<file path="src/verilog/cop1_pkg.sv">
/*
 Package for the charge option one register block: offset, field
 positions, reset values, threshold shares and timing constants.
 Assumes a 10 MHz system clock and a word-wide host register port.
*/
package cop1_pkg;
   // Register address
   localparam logic [7:0] COP1_ADDR = 8'h3b;
   // Field positions
   localparam int DEPL_HI = 15;
   localparam int DEPL_LO = 14;
   localparam int RATIO_HI = 13;
   localparam int RATIO_LO = 12;
   localparam int DISCHARGE_CURRENT_MONITOR_EN_BIT = 11;
   localparam int SYSTEM_POWER_MONITOR_EN_BIT = 10;
   localparam int GAIN_BIT = 9;
   localparam int REF_BIT = 7;
   localparam int POL_BIT = 6;
   localparam int DEG_HI = 5;
   localparam int DEG_LO = 4;
   localparam int LATCH_BIT = 3;
   localparam int SHIP_BIT = 1;
   // Writable bits; bits 8, 2 and 0 stay zero
   localparam logic [15:0] COP1_WMASK = 16'hfefa;
   // Value after power-on reset
   localparam logic [15:0] COP1_RESET = 16'hc210;
   // Depletion threshold shares in hundredths of a percent
   localparam logic [13:0] DEPL_SHARE_0 = 14'h171f; // 59.19 percent
   localparam logic [13:0] DEPL_SHARE_1 = 14'h1879; // 62.65 percent
   localparam logic [13:0] DEPL_SHARE_2 = 14'h19ff; // 66.55 percent
   localparam logic [13:0] DEPL_SHARE_3 = 14'h1bb9; // 70.97 percent
   localparam logic [13:0] DEPL_FULL = 14'h2710; // 100 percent
   // Deglitch codes
   localparam logic [1:0] DEG_OFF = 2'h0;
   localparam logic [1:0] DEG_1US = 2'h1;
   localparam logic [1:0] DEG_2MS = 2'h2;
   // Clock and times in their own units
   localparam int CLK_HZ = 10_000_000;
   localparam int DEG_SHORT_NS = 1000;
   localparam int DEG_MID_MS = 2;
   localparam int DEG_LONG_S = 5;
   localparam int SHIP_MS = 140;
   // Cycle counts derived from the clock rate
   localparam int DEG_SHORT_CYC = DEG_SHORT_NS * (CLK_HZ / 1_000_000) / 1000;
   localparam int DEG_MID_CYC = DEG_MID_MS * (CLK_HZ / 1000);
   localparam int DEG_LONG_CYC = DEG_LONG_S * CLK_HZ;
   localparam int SHIP_CYC = SHIP_MS * (CLK_HZ / 1000);
   // Width of all timers
   localparam int CNT_W = 27;
endpackage : cop1_pkg

</file>
<file path="src/verilog/cop1_deglitch.sv">
/*
 Falling-edge deglitch filter for the comparator output.
 Assumes the raw level is synchronous to the clock and the limit
 is steady while a low run is being timed.
*/
`timescale 1ns/1ns
module cop1_deglitch
   import cop1_pkg::*;
#(
   parameter int W = CNT_W // Timer width
) (
   input wire logic i_clk, // System clock
   input wire logic i_rst, // Async reset, active high
   input wire logic i_raw, // Undelayed output level
   input wire logic [W-1:0] i_limit, // Low run length in cycles
   output logic o_level // Filtered output level
);
   logic [W-1:0] cnt_q; // Length of the current low run

   // Rise passes at once; a low run must last i_limit cycles
   always_ff @(posedge i_clk or posedge i_rst) begin
      if (i_rst) begin
         cnt_q <= '0;
         o_level <= 1'b1;
      end else if (i_raw) begin
         // Short glitches high restart the low timing
         cnt_q <= '0;
         o_level <= 1'b1;
      end else if (o_level) begin
         if (cnt_q + 1'b1 >= i_limit) begin
            o_level <= 1'b0;
         end
         cnt_q <= cnt_q + 1'b1;
      end
   end
endmodule : cop1_deglitch

</file>
<file path="src/verilog/cop1_top.sv">
/*
 Charge option one register and the control logic it steers:
 depletion checks for battery_calibration_mode and boost, monitor enables, comparator
 filtering, power path latch-off and the shipping discharge timer.
 Assumes an outside bus engine turns host word transfers into
 one-cycle read and write strobes, and that analog blocks deliver
 digital levels and millivolt codes synchronous to I_MCLK.
*/
`timescale 1ns/1ns
module cop1_top
   import cop1_pkg::*;
#(
   parameter int DEG_MID = DEG_MID_CYC, // 2 ms deglitch cycles
   parameter int DEG_LONG = DEG_LONG_CYC, // 5 s deglitch cycles
   parameter int SHIP_LEN = SHIP_CYC // Shipping discharge cycles
) (
   input wire logic I_MCLK, // 10 MHz clock
   input wire logic I_RST, // Power-on reset, active high
   input wire logic [7:0] I_REG_ADDR, // Register address
   input wire logic [15:0] I_REG_WDATA, // Write word
   input wire logic I_REG_WR, // Write strobe
   input wire logic I_REG_RD, // Read strobe
   output logic [15:0] O_REG_RDATA, // Read word
   input wire logic [15:0] I_BAT_MV, // Battery voltage
   input wire logic [15:0] I_VREG_MV, // Voltage regulation limit
   input wire logic I_BATTERY_CALIBRATION_MODE_REQ, // Battery_calibration_mode mode requested
   input wire logic I_BOOST_REQ, // Boost mode requested
   input wire logic I_ADAPTER_INPUT_SWITCH_REQ, // Source select wants adapter switch
   input wire logic I_REVERSE_BLOCK_SWITCH_REQ, // Source select wants reverse block
   input wire logic I_BATTERY_PATH_SWITCH_REQ, // Source select wants battery switch
   input wire logic I_CMP_ABOVE, // Comparator input above reference
   output logic O_BATTERY_CALIBRATION_MODE_ACTIVE, // Battery_calibration_mode mode running
   output logic O_BOOST_ACTIVE, // Boost mode running
   output logic O_ADAPTER_INPUT_SWITCH_ON, // Adapter input switch on
   output logic O_REVERSE_BLOCK_SWITCH_ON, // Reverse block switch on
   output logic O_BATTERY_PATH_SWITCH_ON, // Battery path switch on
   output logic O_DISCHARGE_CURRENT_MONITOR_EN, // Discharge monitor output enabled
   output logic O_SYSTEM_POWER_MONITOR_EN, // Power monitor output enabled
   output logic [1:0] O_SENSE_RATIO, // Resistor ratio code
   output logic [3:0] O_SYSTEM_POWER_MONITOR_SCALE, // Gain in 0.25 uA/W steps
   output logic O_COMPARATOR_REFERENCE_SELECT_LOW, // 1.2 V reference selected
   output logic O_CMP_EN, // Comparator powered
   output logic O_CMP_OUT, // Filtered comparator output
   output logic O_LATCHED_OFF, // Power path latched off
   output logic O_SHIP_SINK // Battery sense node sink on
);
   logic [15:0] reg_q; // Stored register word
   logic wr_hit; // Write to this register
   logic [29:0] bat_scaled; // Battery times full share
   logic [29:0] lim_scaled; // Limit times selected share
   logic [13:0] share; // Selected threshold share
   logic depleted; // Battery under threshold
   logic battery_calibration_mode_blk_q; // Battery_calibration_mode stopped by depletion
   logic boost_blk_q; // Boost stopped by depletion
   logic battery_calibration_mode_now; // Battery_calibration_mode allowed this cycle
   logic boost_now; // Boost allowed this cycle
   logic cmp_raw; // Comparator output before filter
   logic cmp_filt; // Comparator output after filter
   logic cmp_trig; // Comparator in its tripped state
   logic [CNT_W-1:0] deg_limit; // Selected deglitch length
   logic latch_q; // Power path latch
   logic [CNT_W-1:0] ship_cnt_q; // Shipping discharge timer
   logic ship_end; // Last timer cycle
   logic [3:0] low_run_q; // Cycles the raw comparator level sat low

   assign wr_hit = I_REG_WR && (I_REG_ADDR == COP1_ADDR);

   // word write port
   // Whole word written at once; reserved bits masked out
   always_ff @(posedge I_MCLK or posedge I_RST) begin
      if (I_RST) begin
         reg_q <= COP1_RESET;
      end else begin
         if (wr_hit) begin
            reg_q <= I_REG_WDATA & COP1_WMASK;
         end
         if (ship_end && !(wr_hit && I_REG_WDATA[SHIP_BIT])) begin
            reg_q[SHIP_BIT] <= 1'b0;
         end
      end
   end

   // address decode on read
   // Other addresses return zero so the bus engine can share one mux
   always_ff @(posedge I_MCLK or posedge I_RST) begin
      if (I_RST) begin
         O_REG_RDATA <= '0;
      end else if (I_REG_RD) begin
         O_REG_RDATA <= (I_REG_ADDR == COP1_ADDR) ? reg_q : '0;
      end
   end

   always_comb begin
      unique case (reg_q[DEPL_HI:DEPL_LO])
         2'h0: share = DEPL_SHARE_0;
         2'h1: share = DEPL_SHARE_1;
         2'h2: share = DEPL_SHARE_2;
         2'h3: share = DEPL_SHARE_3;
      endcase
   end

   // Compare in scaled form to avoid a divider
   assign bat_scaled = I_BAT_MV * DEPL_FULL;
   assign lim_scaled = I_VREG_MV * share;
   assign depleted = bat_scaled < lim_scaled;
   assign battery_calibration_mode_now = I_BATTERY_CALIBRATION_MODE_REQ && !battery_calibration_mode_blk_q && !depleted;
   assign boost_now = I_BOOST_REQ && !boost_blk_q && !depleted;

   // battery_calibration_mode exit on depletion
   // Stays out until the request drops, so no chatter near threshold
   always_ff @(posedge I_MCLK or posedge I_RST) begin
      if (I_RST) begin
         battery_calibration_mode_blk_q <= 1'b0;
      end else if (!I_BATTERY_CALIBRATION_MODE_REQ) begin
         battery_calibration_mode_blk_q <= 1'b0;
      end else if (depleted) begin
         battery_calibration_mode_blk_q <= 1'b1;
      end
   end

   always_ff @(posedge I_MCLK or posedge I_RST) begin
      if (I_RST) begin
         boost_blk_q <= 1'b0;
      end else if (!I_BOOST_REQ) begin
         boost_blk_q <= 1'b0;
      end else if (depleted) begin
         boost_blk_q <= 1'b1;
      end
   end

   // Mode and switch outputs, registered
   always_ff @(posedge I_MCLK or posedge I_RST) begin
      if (I_RST) begin
         O_BATTERY_CALIBRATION_MODE_ACTIVE <= 1'b0;
         O_BOOST_ACTIVE <= 1'b0;
         O_ADAPTER_INPUT_SWITCH_ON <= 1'b0;
         O_REVERSE_BLOCK_SWITCH_ON <= 1'b0;
         O_BATTERY_PATH_SWITCH_ON <= 1'b0;
      end else begin
         O_BATTERY_CALIBRATION_MODE_ACTIVE <= battery_calibration_mode_now;
         O_BOOST_ACTIVE <= boost_now;
         O_ADAPTER_INPUT_SWITCH_ON <= I_ADAPTER_INPUT_SWITCH_REQ && !battery_calibration_mode_now && !latch_q;
         O_REVERSE_BLOCK_SWITCH_ON <= I_REVERSE_BLOCK_SWITCH_REQ && !battery_calibration_mode_now && !latch_q;
         O_BATTERY_PATH_SWITCH_ON <= I_BATTERY_PATH_SWITCH_REQ || battery_calibration_mode_now;
      end
   end

   // Monitor and comparator setting outputs
   always_ff @(posedge I_MCLK or posedge I_RST) begin
      if (I_RST) begin
         O_DISCHARGE_CURRENT_MONITOR_EN <= 1'b0;
         O_SYSTEM_POWER_MONITOR_EN <= 1'b0;
         O_SENSE_RATIO <= 2'h0;
         O_SYSTEM_POWER_MONITOR_SCALE <= 4'h4;
         O_COMPARATOR_REFERENCE_SELECT_LOW <= 1'b0;
         O_CMP_EN <= 1'b1;
      end else begin
         O_DISCHARGE_CURRENT_MONITOR_EN <= reg_q[DISCHARGE_CURRENT_MONITOR_EN_BIT];
         O_SYSTEM_POWER_MONITOR_EN <= reg_q[SYSTEM_POWER_MONITOR_EN_BIT];
         O_SENSE_RATIO <= reg_q[RATIO_HI:RATIO_LO];
         O_SYSTEM_POWER_MONITOR_SCALE <= (reg_q[GAIN_BIT] ? 4'h4 : 4'h1)
                         << (reg_q[RATIO_HI:RATIO_LO] != 2'h0);
         O_COMPARATOR_REFERENCE_SELECT_LOW <= reg_q[REF_BIT];
         O_CMP_EN <= reg_q[DEG_HI:DEG_LO] != DEG_OFF;
      end
   end

   always_comb begin
      unique case (reg_q[DEG_HI:DEG_LO])
         DEG_OFF: deg_limit = CNT_W'(DEG_SHORT_CYC);
         DEG_1US: deg_limit = CNT_W'(DEG_SHORT_CYC);
         DEG_2MS: deg_limit = CNT_W'(DEG_MID);
         default: deg_limit = CNT_W'(DEG_LONG);
      endcase
   end

   // polarity of raw output
   // A disabled comparator rests high, its untripped level at polarity zero
   assign cmp_raw = (reg_q[DEG_HI:DEG_LO] == DEG_OFF) ? 1'b1 :
                    (reg_q[POL_BIT] ? I_CMP_ABOVE : !I_CMP_ABOVE);

   cop1_deglitch #(
      .W (CNT_W)
   ) u_deglitch (
      .i_clk (I_MCLK),
      .i_rst (I_RST),
      .i_raw (cmp_raw),
      .i_limit (deg_limit),
      .o_level (cmp_filt)
   );

   assign O_CMP_OUT = cmp_filt;
   // Tripped means the input sits above the reference after filtering
   assign cmp_trig = (reg_q[DEG_HI:DEG_LO] != DEG_OFF) &&
                     (reg_q[POL_BIT] ? cmp_filt : !cmp_filt);

   // latch held until cleared
   // A zero write wins over a trip in the same cycle
   always_ff @(posedge I_MCLK or posedge I_RST) begin
      if (I_RST) begin
         latch_q <= 1'b0;
      end else if (wr_hit && !I_REG_WDATA[LATCH_BIT]) begin
         latch_q <= 1'b0;
      end else if (reg_q[LATCH_BIT] && cmp_trig) begin
         latch_q <= 1'b1;
      end
   end
   assign O_LATCHED_OFF = latch_q;

   // shipping discharge timer
   // A second one while running does not restart the timer
   always_ff @(posedge I_MCLK or posedge I_RST) begin
      if (I_RST) begin
         ship_cnt_q <= '0;
         O_SHIP_SINK <= 1'b0;
      end else if (!reg_q[SHIP_BIT] || ship_end) begin
         ship_cnt_q <= '0;
         O_SHIP_SINK <= 1'b0;
      end else begin
         ship_cnt_q <= ship_cnt_q + 1'b1;
         O_SHIP_SINK <= 1'b1;
      end
   end
   assign ship_end = ship_cnt_q == CNT_W'(SHIP_LEN);

   // Low run length of the raw level, saturating; the filter timer is private,
   // so the checks keep their own count instead of peeking inside it
   always_ff @(posedge I_MCLK or posedge I_RST) begin
      if (I_RST) begin
         low_run_q <= 4'h0;
      end else if (cmp_raw) begin
         low_run_q <= 4'h0;
      end else if (low_run_q != 4'hf) begin
         low_run_q <= low_run_q + 4'h1;
      end
   end
endmodule : cop1_top

</file>
<file path="config.mk">
export PLATFORM = sky130hd
export DESIGN_NAME = cop1_top
export DESIGN_NICKNAME = d
export VERILOG_FILES = /design/src/verilog/cop1_pkg.sv /design/src/verilog/cop1_deglitch.sv /design/src/verilog/cop1_top.sv
export SDC_FILE = /design/constraint.sdc
export NUM_CORES = 1
export LEC_CHECK = 0
export BUFFER_PORTS_ARGS = -buffer_cell sky130_fd_sc_hd__buf_2
export CORE_ASPECT_RATIO = 1.4
export CORE_UTILIZATION = 64
export CTS_CLUSTER_DIAMETER = 200
export DETAILED_ROUTE_END_ITERATION = 12
export GPL_TIMING_DRIVEN = 0
export PLACE_DENSITY_LB_ADDON = 0.12
export SYNTH_ARGS = -nofsm -noshare
export SYNTH_HDL_FRONTEND = slang
export SYNTH_SLANG_ARGS = --single-unit
</file>
<file path="constraint.sdc">
create_clock -name I_MCLK -period 11.4 [get_ports I_MCLK]
set_input_delay 1.71 -clock I_MCLK [delete_from_list [all_inputs] [get_ports I_MCLK]]
set_output_delay 1.71 -clock I_MCLK [all_outputs]
set_load 0.005 [all_outputs]
</file>
==> flow_summary_export.csv <==
group,metric,value,unit
setup_path,arrival,9890,ps
yosys,synth_edf_count,0,
final_layout,nets,2263,
setup_path,crit_path_max_incr_delay,610,ps
final_layout,final_cell_mix,"inv_1, ha_1, fa_1, nor2_1, nand2_1",
detailed_routing,routed_via_density,5.63,
detailed_routing,drt_first_pass_iters,7,
final_layout,final_area,16500,um2
yosys,synth_cells,1677,
yosys,ys_seq_area_share,16.4,%
detailed_routing,vias,11800,
power_and_ir_drop,seq_power_share,8.5,%
global_route,grt_max_degree,60,
power_and_ir_drop,comb_power_share,84.8,%
yosys,synth_top_family_by_area,"adder cells",
sta,max_freq,104,MHz
power_and_ir_drop,power.switching,2.24,mW
die,die_y,185,um
setup_path,startpoint_type,"register",
global_route,grt_pass1_vias,12700,
sta,rsz0062_at_grt,"false",
yosys,async_flop_share,100,%
die,coreArea,23400,um2
sta,slew_viol_final,0,
sta,slew_headroom,42.2,%
sta,tns,0,ps
clocking,cts_buffers,9,
yosys,synth_ff_type,"dfrtp_1",
die,fp.dieW,133,um
place,dpl.hpwl,28400,um
setup_path,crit_path_end_kind,"register",
die,pin_count,100,
clocking,post_cts_resized,0,
yosys,synthXorXnorAreaFrac,6.18,%
place,portBuffers,93,
die,rows,66,
status,outcome,"finished, final reports clean",
detailed_routing,postRouteAntennaNets,0,
final_layout,diodes,0,
clocking,clock-root-buffer,"clkbuf_16",
power_and_ir_drop,ir_drop,364,uV
power_and_ir_drop,switching_share,51.0,%
yosys,syn_area,15300,um2
setup_path,cp_common_cell,"fa_1",
yosys,synth_cell_type_count,74,
final_layout,finalNonFillerCells,2095,
sta,fin_crit_sh,84.7,%
die,initial_core_util,65.5,%
yosys,avgSynthCellArea,9.12,um2
min_path,min_path_type,"register to register",
setup_path,path_class,"register to register",
clocking,clk_pin_slew_worst_paths,70,ps
global_route,grt_overflow,0,
sta,period_minus_slack,9660,ps
yosys,ys_warn_count,0,
sta,skew,7.13,ps
yosys,ys_seq_elements,100,
yosys,synthSimpleGateAreaFrac,15.0,%
clocking,postCtsHoldBufs,0,
detailed_routing,drtIter0Drc,399,
final_layout,synthToLayoutAreaGrowth,7.56,%
clocking,cts_buffer_depth,2,
sta,hold_violations,0,
place,place_congestion,0.936,
die,die-area,24500,um2
sta,setup_viol,0,
flow_run,drv_cap,0,
detailed_routing,drt_wl_total,33800,um
yosys,synth.area.mux_share,1.02,%
power_and_ir_drop,clkPwrFrac,6.6,%
clocking,cts_htree_levels,3,
global_route,grt_pass1_wl,58900,um
power_and_ir_drop,p_int,2.15,mW
setup_path,crit_slowest_cell,"dfstp_2",
setup_path,rrSetupSlack,1740,ps
clocking,clock_latency,340,ps
yosys,synth_compound_area_share,8.85,%
clocking,cts_tree,"done",
sta,tightestPinTransition,859,ps
final_layout,final_common_cell,"inv_1",
global_route,grt_usage,29.9,%
place,dp.cells,2079,
clocking,clock_sinks,100,
detailed_routing,drc_errors,0,
power_and_ir_drop,leakage,8.55,nW
final_layout,drive_gt1_share,8.94,%
clocking,cts_setup_buffers,0,
detailed_routing,wire_per_inst,16.2,um
global_route,grt_antenna_before_repair,0,
setup_path,path_max_fanout,10,
yosys,synth_fa_ha_area_share,42.9,%
place,dpl-instance-area,16200,um2
power_and_ir_drop,cellPowerDensity,267,nW/um2
setup_path,cp.required,11630,ps
stage by stage:
stage,hold WS (ps),total power [mW],utilization (%),setup WS [ps]
final,402,4.39,70.4,1740
after global routing,428,4.96,70.4,1160
after CTS,408,4.42,70.4,1840
after detailed placement,394,4.09,69.2,1850
after global placement,381,3.98,69.1,1930
after floorplan,369,3.28,-,3000
worst max-delay path, delay by kind of cell, from the launching register on:
kind            cells  cell delay, ps
fa+ha+maj           9            3730
compound gates      8            2480
simple gates        7            1460
buf+inv             6            1050
flops               1             610
xor+xnor            1             170
registers in the layout, summed over array words and instances, names as in the netlist, 2 cells and up:
| signal | cells |
|---|---|
| O_SYSTEM_POWER_MONITOR_SCALE | 4 |
| O_SENSE_RATIO | 2 |
| ship_cnt_q | 27 |
| reg_q | 13 |
| u_deglitch.cnt_q | 27 |
| O_REG_RDATA | 13 |
routing by layer:
metal | vias up | global-route usage, % | share of wire [%]
met2 | 230 | 59.7 | 56
met1 | 5833 | 32.4 | 38
met5 | - | 0 | 0
li1 | 5657 | - | -
met4 | 0 | 11.7 | 3.4
met3 | 73 | 2.16 | 2.7
layout make-up:
type,instances,area (um2)
plain buffers,37,183
flip-flops and latches,100,2510
inverters,340,1280
repair buffers,94,485
well taps,306,383
multi-input cells,1202,11300
clock inverters,4,31.3
clock buffers,12,246
fillers,1827,6910
cells by family after synthesis:
family | after synthesis
AND/OR/NAND/NOR | 457
adder cells (fa/ha/maj) | 413
buffers and inverters | 377
AO/OA/AOI/OAI | 207
XOR/XNOR | 108
flip-flops | 100
multiplexers | 14
other | 1
cells in the mapped netlist (5+ instances only):
library cell | instances | area (um2)
nand4_1 | 20 | 125
or2_2 | 6 | 37.5
dfrtp_1 | 93 | 2330
o211ai_1 | 8 | 60.1
mux2_2 | 13 | 146
o21a_1 | 8 | 60.1
o31a_1 | 5 | 43.8
fa_1 | 187 | 3740
a21o_1 | 13 | 97.6
o21ai_0 | 50 | 250
nor4_1 | 10 | 62.6
or3_1 | 12 | 75.1
buf_4 | 8 | 60.1
a211oi_1 | 6 | 45.0
xnor2_1 | 49 | 429
ha_1 | 226 | 2830
and2_1 | 18 | 113
a31oi_1 | 8 | 50.1
clkbuf_1 | 23 | 86.3
nand2b_1 | 36 | 225
xor2_1 | 59 | 517
o21bai_1 | 6 | 45.0
nand3_1 | 44 | 220
a21oi_1 | 56 | 280
and4_1 | 10 | 87.6
dfstp_2 | 7 | 184
nor2b_1 | 13 | 81.3
and3_1 | 14 | 87.6
nor3_1 | 25 | 125
nand2_1 | 102 | 383
inv_1 | 339 | 1270
a311oi_1 | 6 | 52.6
nor2_1 | 124 | 465
power groups by stage:
stage          logic (mW)  clock network, mW  registers, mW
2_1_floorplan        2.90                  0          0.381
6_report             3.73              0.291          0.375
3_5_place_dp         3.71                  0          0.382
4_1_cts              3.75              0.294          0.375
5_1_grt              4.28              0.306          0.377
3_3_place_gp         3.60                  0          0.382
worst paths after layout:
check	start	to	depth (start not counted)
worst max-delay path	reg_q[14]	boost_blk_q	31
worst max register to register	reg_q[14]	boost_blk_q	31
max in group asynchronous	I_RST	reg_q[14]	3
worst min-delay path	reg_q[11]	O_DISCHARGE_CURRENT_MONITOR_EN	0
worst min register to register	reg_q[11]	O_DISCHARGE_CURRENT_MONITOR_EN	0
min in group asynchronous	I_RST	ship_cnt_q[4]	2
Power figures use the tool's default switching activity.
